[src/pkg/asm_pkg.sv]
package asm_pkg;

   localparam int SMP_W   = 10;
   localparam int MAG_W   = 13;
   localparam int POW_W   = 11;
   localparam int RES_W   = 20;
   localparam int PER_W   = 24;
   localparam int EST_F   = 27;
   localparam int EST_W   = SMP_W + EST_F;
   localparam int FRAME_W = 6 * RES_W;

   localparam logic [8:0] ADDR_UT_LO  = 9'h106;
   localparam logic [8:0] ADDR_UT_HI  = 9'h107;
   localparam logic [8:0] ADDR_DCC    = 9'h10c;
   localparam logic [8:0] ADDR_OFSA_L = 9'h10d;
   localparam logic [8:0] ADDR_OFSA_H = 9'h10e;
   localparam logic [8:0] ADDR_OFSB_L = 9'h10f;
   localparam logic [8:0] ADDR_OFSB_H = 9'h110;
   localparam logic [8:0] ADDR_SSC    = 9'h111;
   localparam logic [8:0] ADDR_MC     = 9'h112;
   localparam logic [8:0] ADDR_PER0   = 9'h113;
   localparam logic [8:0] ADDR_PER1   = 9'h114;
   localparam logic [8:0] ADDR_PER2   = 9'h115;
   localparam logic [8:0] ADDR_RESA0  = 9'h116;
   localparam logic [8:0] ADDR_RESA1  = 9'h117;
   localparam logic [8:0] ADDR_RESA2  = 9'h118;
   localparam logic [8:0] ADDR_RESB0  = 9'h119;
   localparam logic [8:0] ADDR_RESB1  = 9'h11a;
   localparam logic [8:0] ADDR_RESB2  = 9'h11b;

   localparam int MC_EN     = 0;
   localparam int MC_MODE   = 1;
   localparam int MC_CPLX   = 3;
   localparam int SC_EN     = 0;
   localparam int SC_DIV    = 1;
   localparam int SC_RMS    = 3;
   localparam int SC_PK     = 4;
   localparam int SC_THR    = 5;
   localparam int SC_SLEEP  = 6;
   localparam int DC_SM     = 0;
   localparam int DC_PATH   = 1;
   localparam int DC_BW     = 2;
   localparam int DC_FRZ    = 6;

   localparam logic [1:0] MODE_RMS   = 2'h0;
   localparam logic [1:0] MODE_PK    = 2'h1;
   localparam logic [3:0] BW_MAX     = 4'hd;
   localparam logic [7:0] REG_RST    = 8'h00;
   localparam logic [7:0] PER0_RST   = 8'h80;
   localparam logic [7:0] UT_HI_MASK = 8'h1f;

   typedef struct packed {
      logic [RES_W-1:0] result_magnitude;
      logic [RES_W-1:0] pk;
      logic [RES_W-1:0] thr;
   } asm_result_s;

   typedef struct packed {
      asm_result_s a;
      asm_result_s b;
   } asm_frame_s;

   typedef enum logic [1:0] {TX_IDLE, TX_SYNC, TX_SEND} asm_tx_e;

endpackage : asm_pkg

[src/asm_monitor.sv]
`timescale 1ns/1ps
`default_nettype none
// How it works
// - magnitude integration runs when mode bits are 00 or rms serial enable is set
// - entering a mode loads the period into the down-counter and counting starts
// - each sample power, reduced to 11 bits, adds into a 24-bit accumulator
// - at count one: square root to result, reload counter, accumulator restarts
// - the magnitude result is a 20-bit fixed-point value
// - threshold counting runs when upper mode bit is set or its serial enable
// - threshold counting compares against the 13-bit fine upper threshold
// - each sample above the threshold adds one to the internal count
// - at count one the count moves to the result and is cleared
// - bit 0 of monitor control enables the three measurements, cleared at reset; correction and data path run regardless
// - complex mode with mode 00: channel A reports root of I^2 plus Q^2
// - correction bandwidth code in bits 5..2, codes 14 and 15 act as 13
// - each channel's 10-bit correction value is readable in a register pair; in complex mode A's pair shows result bits 19..10
// - freeze holds the correction but keeps applying it
// - bit 0 corrects monitor input, bit 1 corrects the output data path
// - the serial port is master and drives clock, sync and data
// - serial clock is 1/2, 1/4 or 1/8 of core clock; outputs move on its rise
// - with sleep set the serial clock stays low while nothing is sent
// - a frame opens with a sync, path A results first, then path B
// - data goes out msb first from the first rising edge after the sync
// - within a path: magnitude, then peak, then threshold count
// - peak detection runs when the mode bits are 01
// - every rising sync input restarts the measurement period
module asm_monitor #(
   parameter int BUF_DEPTH = 2
) (
   input  wire logic                         core_clk,
   input  wire logic                         resetn,
   input  wire logic signed [asm_pkg::SMP_W-1:0] sample_a,
   input  wire logic signed [asm_pkg::SMP_W-1:0] sample_b,
   input  wire logic                         sync_in,
   input  wire logic                         reg_wr_en,
   input  wire logic [8:0]                   reg_addr,
   input  wire logic [7:0]                   reg_wdata,
   output logic [7:0]                        reg_rdata,
   output logic signed [asm_pkg::SMP_W-1:0]  data_out_a,
   output logic signed [asm_pkg::SMP_W-1:0]  data_out_b,
   output logic                              monitor_serial_clock,
   output logic                              monitor_frame_sync,
   output logic                              monitor_serial_out
);
   import asm_pkg::*;

   localparam int PW = $clog2(BUF_DEPTH);

   if (BUF_DEPTH < 2 || (BUF_DEPTH & (BUF_DEPTH - 1)) != 0) begin : g_bad_depth
      $error("BUF_DEPTH must be a power of two, at least 2");
   end

   function automatic logic [MAG_W-1:0] mag_of(input logic signed [SMP_W-1:0] s);
      logic [SMP_W-1:0] a;
      a = s[SMP_W-1] ? SMP_W'(-s) : SMP_W'(s);
      return {a, 3'h0};
   endfunction : mag_of

   function automatic logic [POW_W-1:0] pow_of(input logic [MAG_W-1:0] m);
      logic [25:0] p;
      p = 26'(m) * 26'(m);
      return p[24:14];
   endfunction : pow_of

   function automatic logic [11:0] isqrt(input logic [PER_W-1:0] v);
      logic [11:0] r;
      logic [11:0] c;
      r = 12'h000;
      for (int i = 11; i >= 0; i--) begin
         c = r | (12'h001 << i);
         if ((24'(c) * 24'(c)) <= v) begin
            r = c;
         end
      end
      return r;
   endfunction : isqrt

   function automatic logic signed [SMP_W-1:0] sat_of(input logic signed [SMP_W:0] d);
      if (d > 11'sh1ff) begin
         return 10'sh1ff;
      end
      if (d < -11'sh200) begin
         return 10'sh200;
      end
      return d[SMP_W-1:0];
   endfunction : sat_of

   function automatic logic [RES_W-1:0] pick(input asm_result_s r, input logic [1:0] m);
      return (m == MODE_RMS) ? r.result_magnitude : ((m == MODE_PK) ? r.pk : r.thr);
   endfunction : pick

   // packs enabled fields msb-aligned: A mag, pk, thr, then B mag, pk, thr
   function automatic logic [FRAME_W-1:0] pack(input asm_frame_s f, input logic [2:0] en);
      logic [FRAME_W-1:0] s;
      logic [RES_W-1:0]   fld [6];
      int                 n;
      s = '0;
      n = 0;
      fld = '{f.a.result_magnitude, f.a.pk, f.a.thr, f.b.result_magnitude, f.b.pk, f.b.thr};
      for (int i = 0; i < 6; i++) begin
         if (en[2 - (i % 3)]) begin
            s = {s[FRAME_W-RES_W-1:0], fld[i]};
            n = n + 1;
         end
      end
      return s << (RES_W * (6 - n));
   endfunction : pack

   // register file, written straight from the register port
   logic [7:0] ut_lo_reg, ut_hi_reg, dcc_reg, ssc_reg, mc_reg, per0_reg, per1_reg, per2_reg;

   always_ff @(posedge core_clk or negedge resetn) begin
      if (!resetn) begin
         ut_lo_reg <= REG_RST;
         ut_hi_reg <= REG_RST;
         dcc_reg   <= REG_RST;
         ssc_reg   <= REG_RST;
         mc_reg    <= REG_RST;
         per0_reg  <= PER0_RST;
         per1_reg  <= REG_RST;
         per2_reg  <= REG_RST;
      end else if (reg_wr_en) begin
         case (reg_addr)
            ADDR_UT_LO: ut_lo_reg <= reg_wdata;
            ADDR_UT_HI: ut_hi_reg <= reg_wdata & UT_HI_MASK;
            ADDR_DCC:   dcc_reg   <= reg_wdata;
            ADDR_SSC:   ssc_reg   <= reg_wdata;
            ADDR_MC:    mc_reg    <= reg_wdata;
            ADDR_PER0:  per0_reg  <= reg_wdata;
            ADDR_PER1:  per1_reg  <= reg_wdata;
            ADDR_PER2:  per2_reg  <= reg_wdata;
            default:    ;
         endcase
      end
   end

   wire             mon_en    = mc_reg[MC_EN];
   wire [1:0]       mode      = mc_reg[MC_MODE +: 2];
   wire             cplx      = mc_reg[MC_CPLX] && (mode == MODE_RMS);
   wire             rms_act   = mon_en && (mode == MODE_RMS || ssc_reg[SC_RMS]);
   wire             pk_act    = mon_en && (mode == MODE_PK || ssc_reg[SC_PK]);
   wire             thr_act   = mon_en && (mode[1] || ssc_reg[SC_THR]);
   wire             run       = rms_act || pk_act || thr_act;
   wire [PER_W-1:0] period    = {per2_reg, per1_reg, per0_reg};
   wire [MAG_W-1:0] threshold = {ut_hi_reg[4:0], ut_lo_reg};
   wire [3:0]       bw_code   = dcc_reg[DC_BW +: 4];
   wire [3:0]       kc        = (bw_code > BW_MAX) ? BW_MAX : bw_code;
   wire             frz       = dcc_reg[DC_FRZ];
   wire [2:0]       fld_en    = {ssc_reg[SC_RMS], ssc_reg[SC_PK], ssc_reg[SC_THR]};
   wire             ser_on    = ssc_reg[SC_EN] && (fld_en != 3'h0);

   // sync pin: first flop feeds only the second
   logic sync_m_reg, sync_s_reg, sync_d_reg, run_d_reg;
   logic [2:0] act_d_reg;
   logic [PER_W-1:0] per_cnt_reg;

   // a mode switched on while another runs restarts the period as well
   wire [2:0] act_vec   = {rms_act, pk_act, thr_act};
   wire       sync_rise = sync_s_reg && !sync_d_reg;
   wire       restart   = (|(act_vec & ~act_d_reg)) || (run && sync_rise);
   wire capture   = run && !restart && (per_cnt_reg == 24'h000001);

   always_ff @(posedge core_clk or negedge resetn) begin
      if (!resetn) begin
         sync_m_reg  <= 1'b0;
         sync_s_reg  <= 1'b0;
         sync_d_reg  <= 1'b0;
         run_d_reg   <= 1'b0;
         act_d_reg   <= 3'h0;
         per_cnt_reg <= '0;
      end else begin
         sync_m_reg <= sync_in;
         sync_s_reg <= sync_m_reg;
         sync_d_reg <= sync_s_reg;
         run_d_reg  <= run;
         act_d_reg  <= act_vec;
         if (!run) begin
            per_cnt_reg <= '0;
         end else if (restart || capture) begin
            per_cnt_reg <= period;
         end else begin
            per_cnt_reg <= per_cnt_reg - 24'h000001;
         end
      end
   end

   logic signed [SMP_W-1:0] raw [2];
   logic signed [SMP_W-1:0] corr [2];
   logic signed [SMP_W-1:0] est_v [2];
   logic [MAG_W-1:0]        result_magnitude [2];
   logic [POW_W-1:0]        pw [2];
   asm_result_s             res_reg [2];

   assign raw[0] = sample_a;
   assign raw[1] = sample_b;

   for (genvar g = 0; g < 2; g++) begin : g_ch
      logic signed [EST_W-1:0] est_reg;
      logic [PER_W-1:0]        acc_reg, thr_reg;
      logic [MAG_W-1:0]        pk_reg;

      wire signed [SMP_W:0]   diff    = {raw[g][SMP_W-1], raw[g]}
                                        - {est_v[g][SMP_W-1], est_v[g]};
      wire signed [EST_W-1:0] step    = EST_W'(diff) <<< (BW_MAX - kc);
      wire signed [SMP_W-1:0] mon_s   = dcc_reg[DC_SM] ? corr[g] : raw[g];
      wire [11:0]             acc_in  = (g == 0 && cplx) ? 12'(pw[0]) + 12'(pw[1])
                                                         : 12'(pw[g]);
      wire [PER_W-1:0]        acc_sum = acc_reg + PER_W'(acc_in);
      wire                    above   = result_magnitude[g] > threshold;
      wire [PER_W-1:0]        thr_sum = thr_reg + PER_W'(above);
      wire [MAG_W-1:0]        pk_next = (result_magnitude[g] > pk_reg) ? result_magnitude[g] : pk_reg;

      assign est_v[g] = est_reg[EST_W-1:EST_F];
      assign corr[g]  = sat_of(diff);
      assign result_magnitude[g]   = mag_of(mon_s);
      assign pw[g]    = pow_of(result_magnitude[g]);

      always_ff @(posedge core_clk or negedge resetn) begin
         if (!resetn) begin
            est_reg <= '0;
         end else if (!frz) begin
            est_reg <= est_reg + step;
         end
      end

      always_ff @(posedge core_clk or negedge resetn) begin
         if (!resetn) begin
            acc_reg <= '0;
            thr_reg <= '0;
            pk_reg  <= '0;
         end else begin
            acc_reg <= (!rms_act || restart || capture) ? '0 : acc_sum;
            thr_reg <= (!thr_act || restart || capture) ? '0 : thr_sum;
            pk_reg  <= (!pk_act || restart || capture) ? '0 : pk_next;
         end
      end

      // long counts saturate to the 20-bit result width
      always_ff @(posedge core_clk or negedge resetn) begin
         if (!resetn) begin
            res_reg[g] <= '0;
         end else if (capture) begin
            if (rms_act) res_reg[g].result_magnitude <= {isqrt(acc_sum), 8'h00};
            if (pk_act)  res_reg[g].pk  <= RES_W'(pk_next);
            if (thr_act) res_reg[g].thr <= (thr_sum > 24'h0fffff) ? 20'hfffff
                                                                 : thr_sum[RES_W-1:0];
         end
      end
   end

   always_ff @(posedge core_clk or negedge resetn) begin
      if (!resetn) begin
         data_out_a <= '0;
         data_out_b <= '0;
      end else begin
         data_out_a <= dcc_reg[DC_PATH] ? corr[0] : raw[0];
         data_out_b <= dcc_reg[DC_PATH] ? corr[1] : raw[1];
      end
   end

   // readback
   wire [RES_W-1:0] sel_a  = pick(res_reg[0], mode);
   wire [RES_W-1:0] sel_b  = pick(res_reg[1], mode);
   wire [9:0]       ofs_a  = cplx ? res_reg[0].result_magnitude[RES_W-1:10] : est_v[0];
   logic [7:0]      rdata_next;

   always_comb begin
      case (reg_addr)
         ADDR_UT_LO:  rdata_next = ut_lo_reg;
         ADDR_UT_HI:  rdata_next = ut_hi_reg;
         ADDR_DCC:    rdata_next = dcc_reg;
         ADDR_OFSA_L: rdata_next = ofs_a[7:0];
         ADDR_OFSA_H: rdata_next = {6'h00, ofs_a[9:8]};
         ADDR_OFSB_L: rdata_next = est_v[1][7:0];
         ADDR_OFSB_H: rdata_next = {6'h00, est_v[1][9:8]};
         ADDR_SSC:    rdata_next = ssc_reg;
         ADDR_MC:     rdata_next = mc_reg;
         ADDR_PER0:   rdata_next = per0_reg;
         ADDR_PER1:   rdata_next = per1_reg;
         ADDR_PER2:   rdata_next = per2_reg;
         ADDR_RESA0:  rdata_next = sel_a[7:0];
         ADDR_RESA1:  rdata_next = sel_a[15:8];
         ADDR_RESA2:  rdata_next = {4'h0, sel_a[19:16]};
         ADDR_RESB0:  rdata_next = sel_b[7:0];
         ADDR_RESB1:  rdata_next = sel_b[15:8];
         ADDR_RESB2:  rdata_next = {4'h0, sel_b[19:16]};
         default:     rdata_next = 8'h00;
      endcase
   end

   always_ff @(posedge core_clk or negedge resetn) begin
      if (!resetn) reg_rdata <= 8'h00;
      else         reg_rdata <= rdata_next;
   end

   // frame buffer; a result that finds the buffer full waits in pend_reg and a
   // later result overwrites it, so very short periods at slow baud drop frames
   asm_frame_s     buf_mem [BUF_DEPTH];
   asm_frame_s     pend_data_reg;
   logic           pend_reg, cap_d_reg;
   logic [PW-1:0]  wr_ptr_reg, rd_ptr_reg;
   logic [PW:0]    fill_reg;
   asm_tx_e        tx_state_reg;
   logic [2:0]     div_cnt_reg;
   logic [FRAME_W-1:0] sh_reg;
   logic [6:0]     bits_reg;

   wire       in_ready  = fill_reg < (PW+1)'(BUF_DEPTH);
   wire       push      = pend_reg && in_ready;
   wire       out_valid = fill_reg != '0;
   wire [2:0] half      = (ssc_reg[SC_DIV +: 2] == 2'h0) ? 3'h1 :
                          ((ssc_reg[SC_DIV +: 2] == 2'h1) ? 3'h2 : 3'h4);
   wire       clk_run   = !ssc_reg[SC_SLEEP] || tx_state_reg != TX_IDLE
                          || out_valid;
   wire       div_end   = div_cnt_reg == (half - 3'h1);
   wire       rise      = clk_run && div_end && !monitor_serial_clock;
   wire       out_ready = rise && tx_state_reg == TX_IDLE;
   wire       pop       = out_valid && out_ready;
   wire [2:0] nfld      = 3'(fld_en[0]) + 3'(fld_en[1]) + 3'(fld_en[2]);

   always_ff @(posedge core_clk or negedge resetn) begin
      if (!resetn) begin
         cap_d_reg     <= 1'b0;
         pend_reg      <= 1'b0;
         pend_data_reg <= '0;
         wr_ptr_reg    <= '0;
         rd_ptr_reg    <= '0;
         fill_reg      <= '0;
      end else begin
         cap_d_reg <= capture;
         if (cap_d_reg && ser_on) begin
            pend_reg      <= 1'b1;
            pend_data_reg <= '{a: res_reg[0], b: res_reg[1]};
         end else if (push) begin
            pend_reg <= 1'b0;
         end
         if (push) begin
            buf_mem[wr_ptr_reg] <= pend_data_reg;
            wr_ptr_reg          <= wr_ptr_reg + PW'(1);
         end
         if (pop) rd_ptr_reg <= rd_ptr_reg + PW'(1);
         fill_reg <= fill_reg + (PW+1)'(push) - (PW+1)'(pop);
      end
   end

   // serial clock from a divider on core_clk, so it needs no second domain
   always_ff @(posedge core_clk or negedge resetn) begin
      if (!resetn) begin
         div_cnt_reg          <= 3'h0;
         monitor_serial_clock <= 1'b0;
      end else if (!clk_run) begin
         div_cnt_reg          <= 3'h0;
         monitor_serial_clock <= 1'b0;
      end else if (div_end) begin
         div_cnt_reg          <= 3'h0;
         monitor_serial_clock <= !monitor_serial_clock;
      end else begin
         div_cnt_reg <= div_cnt_reg + 3'h1;
      end
   end

   always_ff @(posedge core_clk or negedge resetn) begin
      if (!resetn) begin
         tx_state_reg       <= TX_IDLE;
         monitor_frame_sync <= 1'b0;
         monitor_serial_out <= 1'b0;
         sh_reg             <= '0;
         bits_reg           <= 7'h00;
      end else if (rise) begin
         case (tx_state_reg)
            TX_IDLE: begin
               monitor_serial_out <= 1'b0;
               if (out_valid) begin
                  monitor_frame_sync <= 1'b1;
                  sh_reg             <= pack(buf_mem[rd_ptr_reg], fld_en);
                  bits_reg           <= 7'(nfld * 6'd40);
                  tx_state_reg       <= TX_SYNC;
               end
            end
            TX_SYNC, TX_SEND: begin
               monitor_frame_sync <= 1'b0;
               if (bits_reg != 7'h00) begin
                  monitor_serial_out <= sh_reg[FRAME_W-1];
                  sh_reg             <= sh_reg << 1;
                  bits_reg           <= bits_reg - 7'h01;
                  tx_state_reg       <= TX_SEND;
               end else begin
                  monitor_serial_out <= 1'b0;
                  tx_state_reg       <= TX_IDLE;
               end
            end
            default: tx_state_reg <= TX_IDLE;
         endcase
      end
   end
endmodule : asm_monitor
`default_nettype wire

[config.mk]
export PLATFORM = sky130hd
export DESIGN_NAME = asm_monitor
export DESIGN_NICKNAME = d
export VERILOG_FILES = /design/src/pkg/asm_pkg.sv /design/src/asm_monitor.sv
export SDC_FILE = /design/constraint.sdc
export NUM_CORES = 2
export LEC_CHECK = 0
export ABC_AREA = 1
export BUFFER_PORTS_ARGS = -buffer_cell sky130_fd_sc_hd__buf_2
export CAP_MARGIN = 25
export CELL_PAD_IN_SITES_DETAIL_PLACEMENT = 0
export CELL_PAD_IN_SITES_GLOBAL_PLACEMENT = 1
export CORE_AREA = 2 2 412 414
export CTS_CLUSTER_DIAMETER = 150
export DETAILED_ROUTE_END_ITERATION = 12
export DIE_AREA = 0 0 414 416
export PLACE_DENSITY = 0.8
export SKIP_LAST_GASP = 1
export SLEW_MARGIN = 10
export SYNTH_ARGS = -nofsm -noshare
export SYNTH_HDL_FRONTEND = slang
export SYNTH_SLANG_ARGS = --single-unit
[constraint.sdc]
create_clock -name core_clk -period 77.4 [get_ports core_clk]
set_clock_uncertainty 0.05 [all_clocks]
set_input_delay 3.87 -clock core_clk [delete_from_list [all_inputs] [get_ports core_clk]]
set_output_delay 3.87 -clock core_clk [all_outputs]
set_load 0.1 [all_outputs]
==> flow_summary.toml <==
[status]
status = "finished, final reports clean"

[sta]
period_share_pct = 93.5
fin_hold_ws_ns = 0.299
post-route-min-period_ns = 72.36
slew_violations = 0
setup_viol = 0
rsz0062_at_grt = "no"
fin_setup_tns_ns = 0
tightest_slew_ns = 1.08
max_slew_margin_pct = 27.7
hold_violations = 0
fmax_ghz = 0.0138

[global_routing]
grt_pass1_vias = 70200
track_usage_pct = 30.2
grt.overflow.total = 0
grt_pass1_wl_um = 409000
grt_max_degree = 109
antenna_found_initial = 16

[hold_path]
hold-path-endpoint = "sync_s_reg"
hold_class = "reg -> reg"
whs_path_depth = 0
hp-start = "sync_m_reg"

[cts]
cts_setup_buffers = 0
clk_pin_slew_worst_paths_ns = 0.06
htreeDepth = 3
cts_tree = "built"
root_buffer = "clkbuf_16"
cts_buffers = 89
cts_hold_buffers = 0
cts_num_sinks = 816
cts_buffer_depth = 3
clk-insertion-delay-late_ns = 0.74
cts-resized-gates = 0

[floorplan]
initial_utilization_pct = 49.6
die_area_um2 = 172000
fp.dieH_um = 416
num_rows = 151
die_w_um = 414
core_um2 = 168000
io_pins = 72

[yosys]
synth_xor_area_share_pct = 4.00
synth_compound_area_share_pct = 14.7
synthDistinctLibCells = 75
syn_inst = 10700
syn-cell-area_um2 = 83500
synth_edf_count = 180
ys_warn_count = 0
synth_fa_ha_area_share_pct = 28.1
synth_area_leader_cell = "dfrtp_1"
ys_ff_latch = 816
yosys.area_share.simple_pct = 17.8
yosys-top-cells-count = "nand2_1 (1985), inv_1 (1718), ha_1 (1066), o21ai_0 (908), nor2_1 (871)"
ys_seq_area_share_pct = 25.5
synth_ff_type = "dfrtp_1"
synth.most_common_cell = "nand2_1"
synth_top_family_by_area = "adder cells"
synthArstFlopShare_pct = 77.9
yosys.area.top_type_share_pct = 19.0
synth_mux_area_share_pct = 0.250
synthTopCellsByArea = "dfrtp_1 (19%), ha_1 (16%), fa_1 (12%)"
synth.avg_cell_area_um2 = 7.82

[routing]
drc_errors = 0
wl_um = 262000
routed_via_density = 5.56
ant_nets = 0
dr.pass1.iters = 6
wl_per_cell_um = 20.3
first_iter_violations = 6315
vias = 71900

[placement]
gp_congestion = 0.968
port_buffers = 71
dp_hpwl_um = 206000

[setup_path]
worst_path_most_repeated_cell = "inv_1"
critPathMaxFanout = 26
slowest_stage = "fa_1"
crit_type = "in -> reg"
start_kind = "input pin"
end_kind = "register"
reg2reg_depth = 320
r2r-start = "g_ch[0].est_reg[27]"
r2r_slack_ns = 7.79
worst_r2r_endpoint = "res_reg[108]"
slowest_delay_ns = 0.62
arrival_ns = 72.84
worst_ep_required_time_ns = 77.88

[layout]
area_growth_pct = 7.52
largest_register_ffs = 180
drive_gt1_share_pct = 5.33
fin_nets = 12300

[run]
cap_violations = 0
==> cell usage in the layout (no fill, tap or decap), types with 17 or more instances in the layout <==
| master | n |
|---|---|
| buf_2 | 70 |
| buf_4 | 147 |
| nor4_1 | 28 |
| inv_2 | 24 |
| o211ai_1 | 51 |
| nand3_1 | 348 |
| nor3_1 | 80 |
| o221ai_1 | 37 |
| edfxtp_1 | 180 |
| o21bai_1 | 40 |
| o22ai_1 | 79 |
| o21ai_0 | 906 |
| o21ai_1 | 29 |
| xor2_1 | 264 |
| a211oi_1 | 41 |
| nand2_4 | 17 |
| dfrtp_1 | 631 |
| a21o_1 | 19 |
| clkbuf_8 | 18 |
| nand2_1 | 1984 |
| a21oi_1 | 755 |
| a22oi_1 | 31 |
| ha_1 | 1064 |
| nand4_1 | 84 |
| nor2_1 | 865 |
| nand2_2 | 28 |
| fa_1 | 506 |
| o21a_1 | 34 |
| or2_2 | 63 |
| a31oi_1 | 56 |
| clkbuf_16 | 90 |
| a221oi_1 | 36 |
| inv_1 | 1714 |
| xnor2_1 | 111 |
| clkinv_1 | 24 |
==> how the worst max path moves through the flow <==
stage | endpoint | slack, ns | from
final | res_reg[108] | 5.04 | sample_b[0]
after global routing | res_reg[108] | 0.09 | sample_b[0]
after CTS | res_reg[108] | 4.73 | sample_a[0]
after detailed placement | res_reg[108] | 4.14 | sample_a[0]
after global placement | res_reg[108] | 5.65 | sample_a[0]
after floorplan | res_reg[108] | 13.77 | sample_b[0]
==> final cells by class <==
class / count / area, µm²
Clock inverter: 48 / 626
Fill cell: 16400 / 78400
Timing Repair Buffer: 223 / 1560
Multi-Input combinational cell: 7750 / 54300
Tap cell: 2218 / 2780
Inverter: 1760 / 6620
Clock buffer: 119 / 2540
Antenna cell: 5 / 12.5
Sequential cell: 816 / 21300
==> worst max-delay path, delay by kind of cell <==
kind	cells	cell delay (ns)
XOR/XNOR	13	1.88
AO/OA/AOI/OAI	62	11.63
buffers and inverters	52	6.97
AND/OR/NAND/NOR	116	17.95
adder cells (fa/ha/maj)	78	30.27
==> stage by stage <==
step / instances / utilization, % / setup slack (ns) / cell area, µm²
3_5_place_dp: 12800 / 51.4 / 4.14 / 86500
5_1_grt: 12900 / 53.4 / 0.0893 / 89700
4_1_cts: 12900 / 53.3 / 4.73 / 89700
2_1_floorplan: 10700 / - / 13.77 / 83500
6_report: 12900 / 53.4 / 5.04 / 89700
3_3_place_gp: 12800 / 51.4 / 5.65 / 86500
==> routing by layer <==
layer | wire [µm] | GRT usage [%] | vias up
li1 | - | - | 34800
met1 | 119000 | 42.7 | 34500
met2 | 118000 | 48.3 | 2160
met3 | 16300 | 4.21 | 378
met4 | 8260 | 8.47 | 22
met5 | 151 | 0 | -
==> logic make-up (layout without fill, tap and decap cells) <==
family,Yosys count,in the layout
flops,816,816
fa+ha+maj,1573,1573
mux,20,20
buf+inv,2124,2150
simple gates,3571,3571
compound gates,2192,2192
xor+xnor,379,379
other cells,2,20
Power is not shown: default switching activity piles up to over one toggle a cycle in this logic, so the estimate is an artifact.
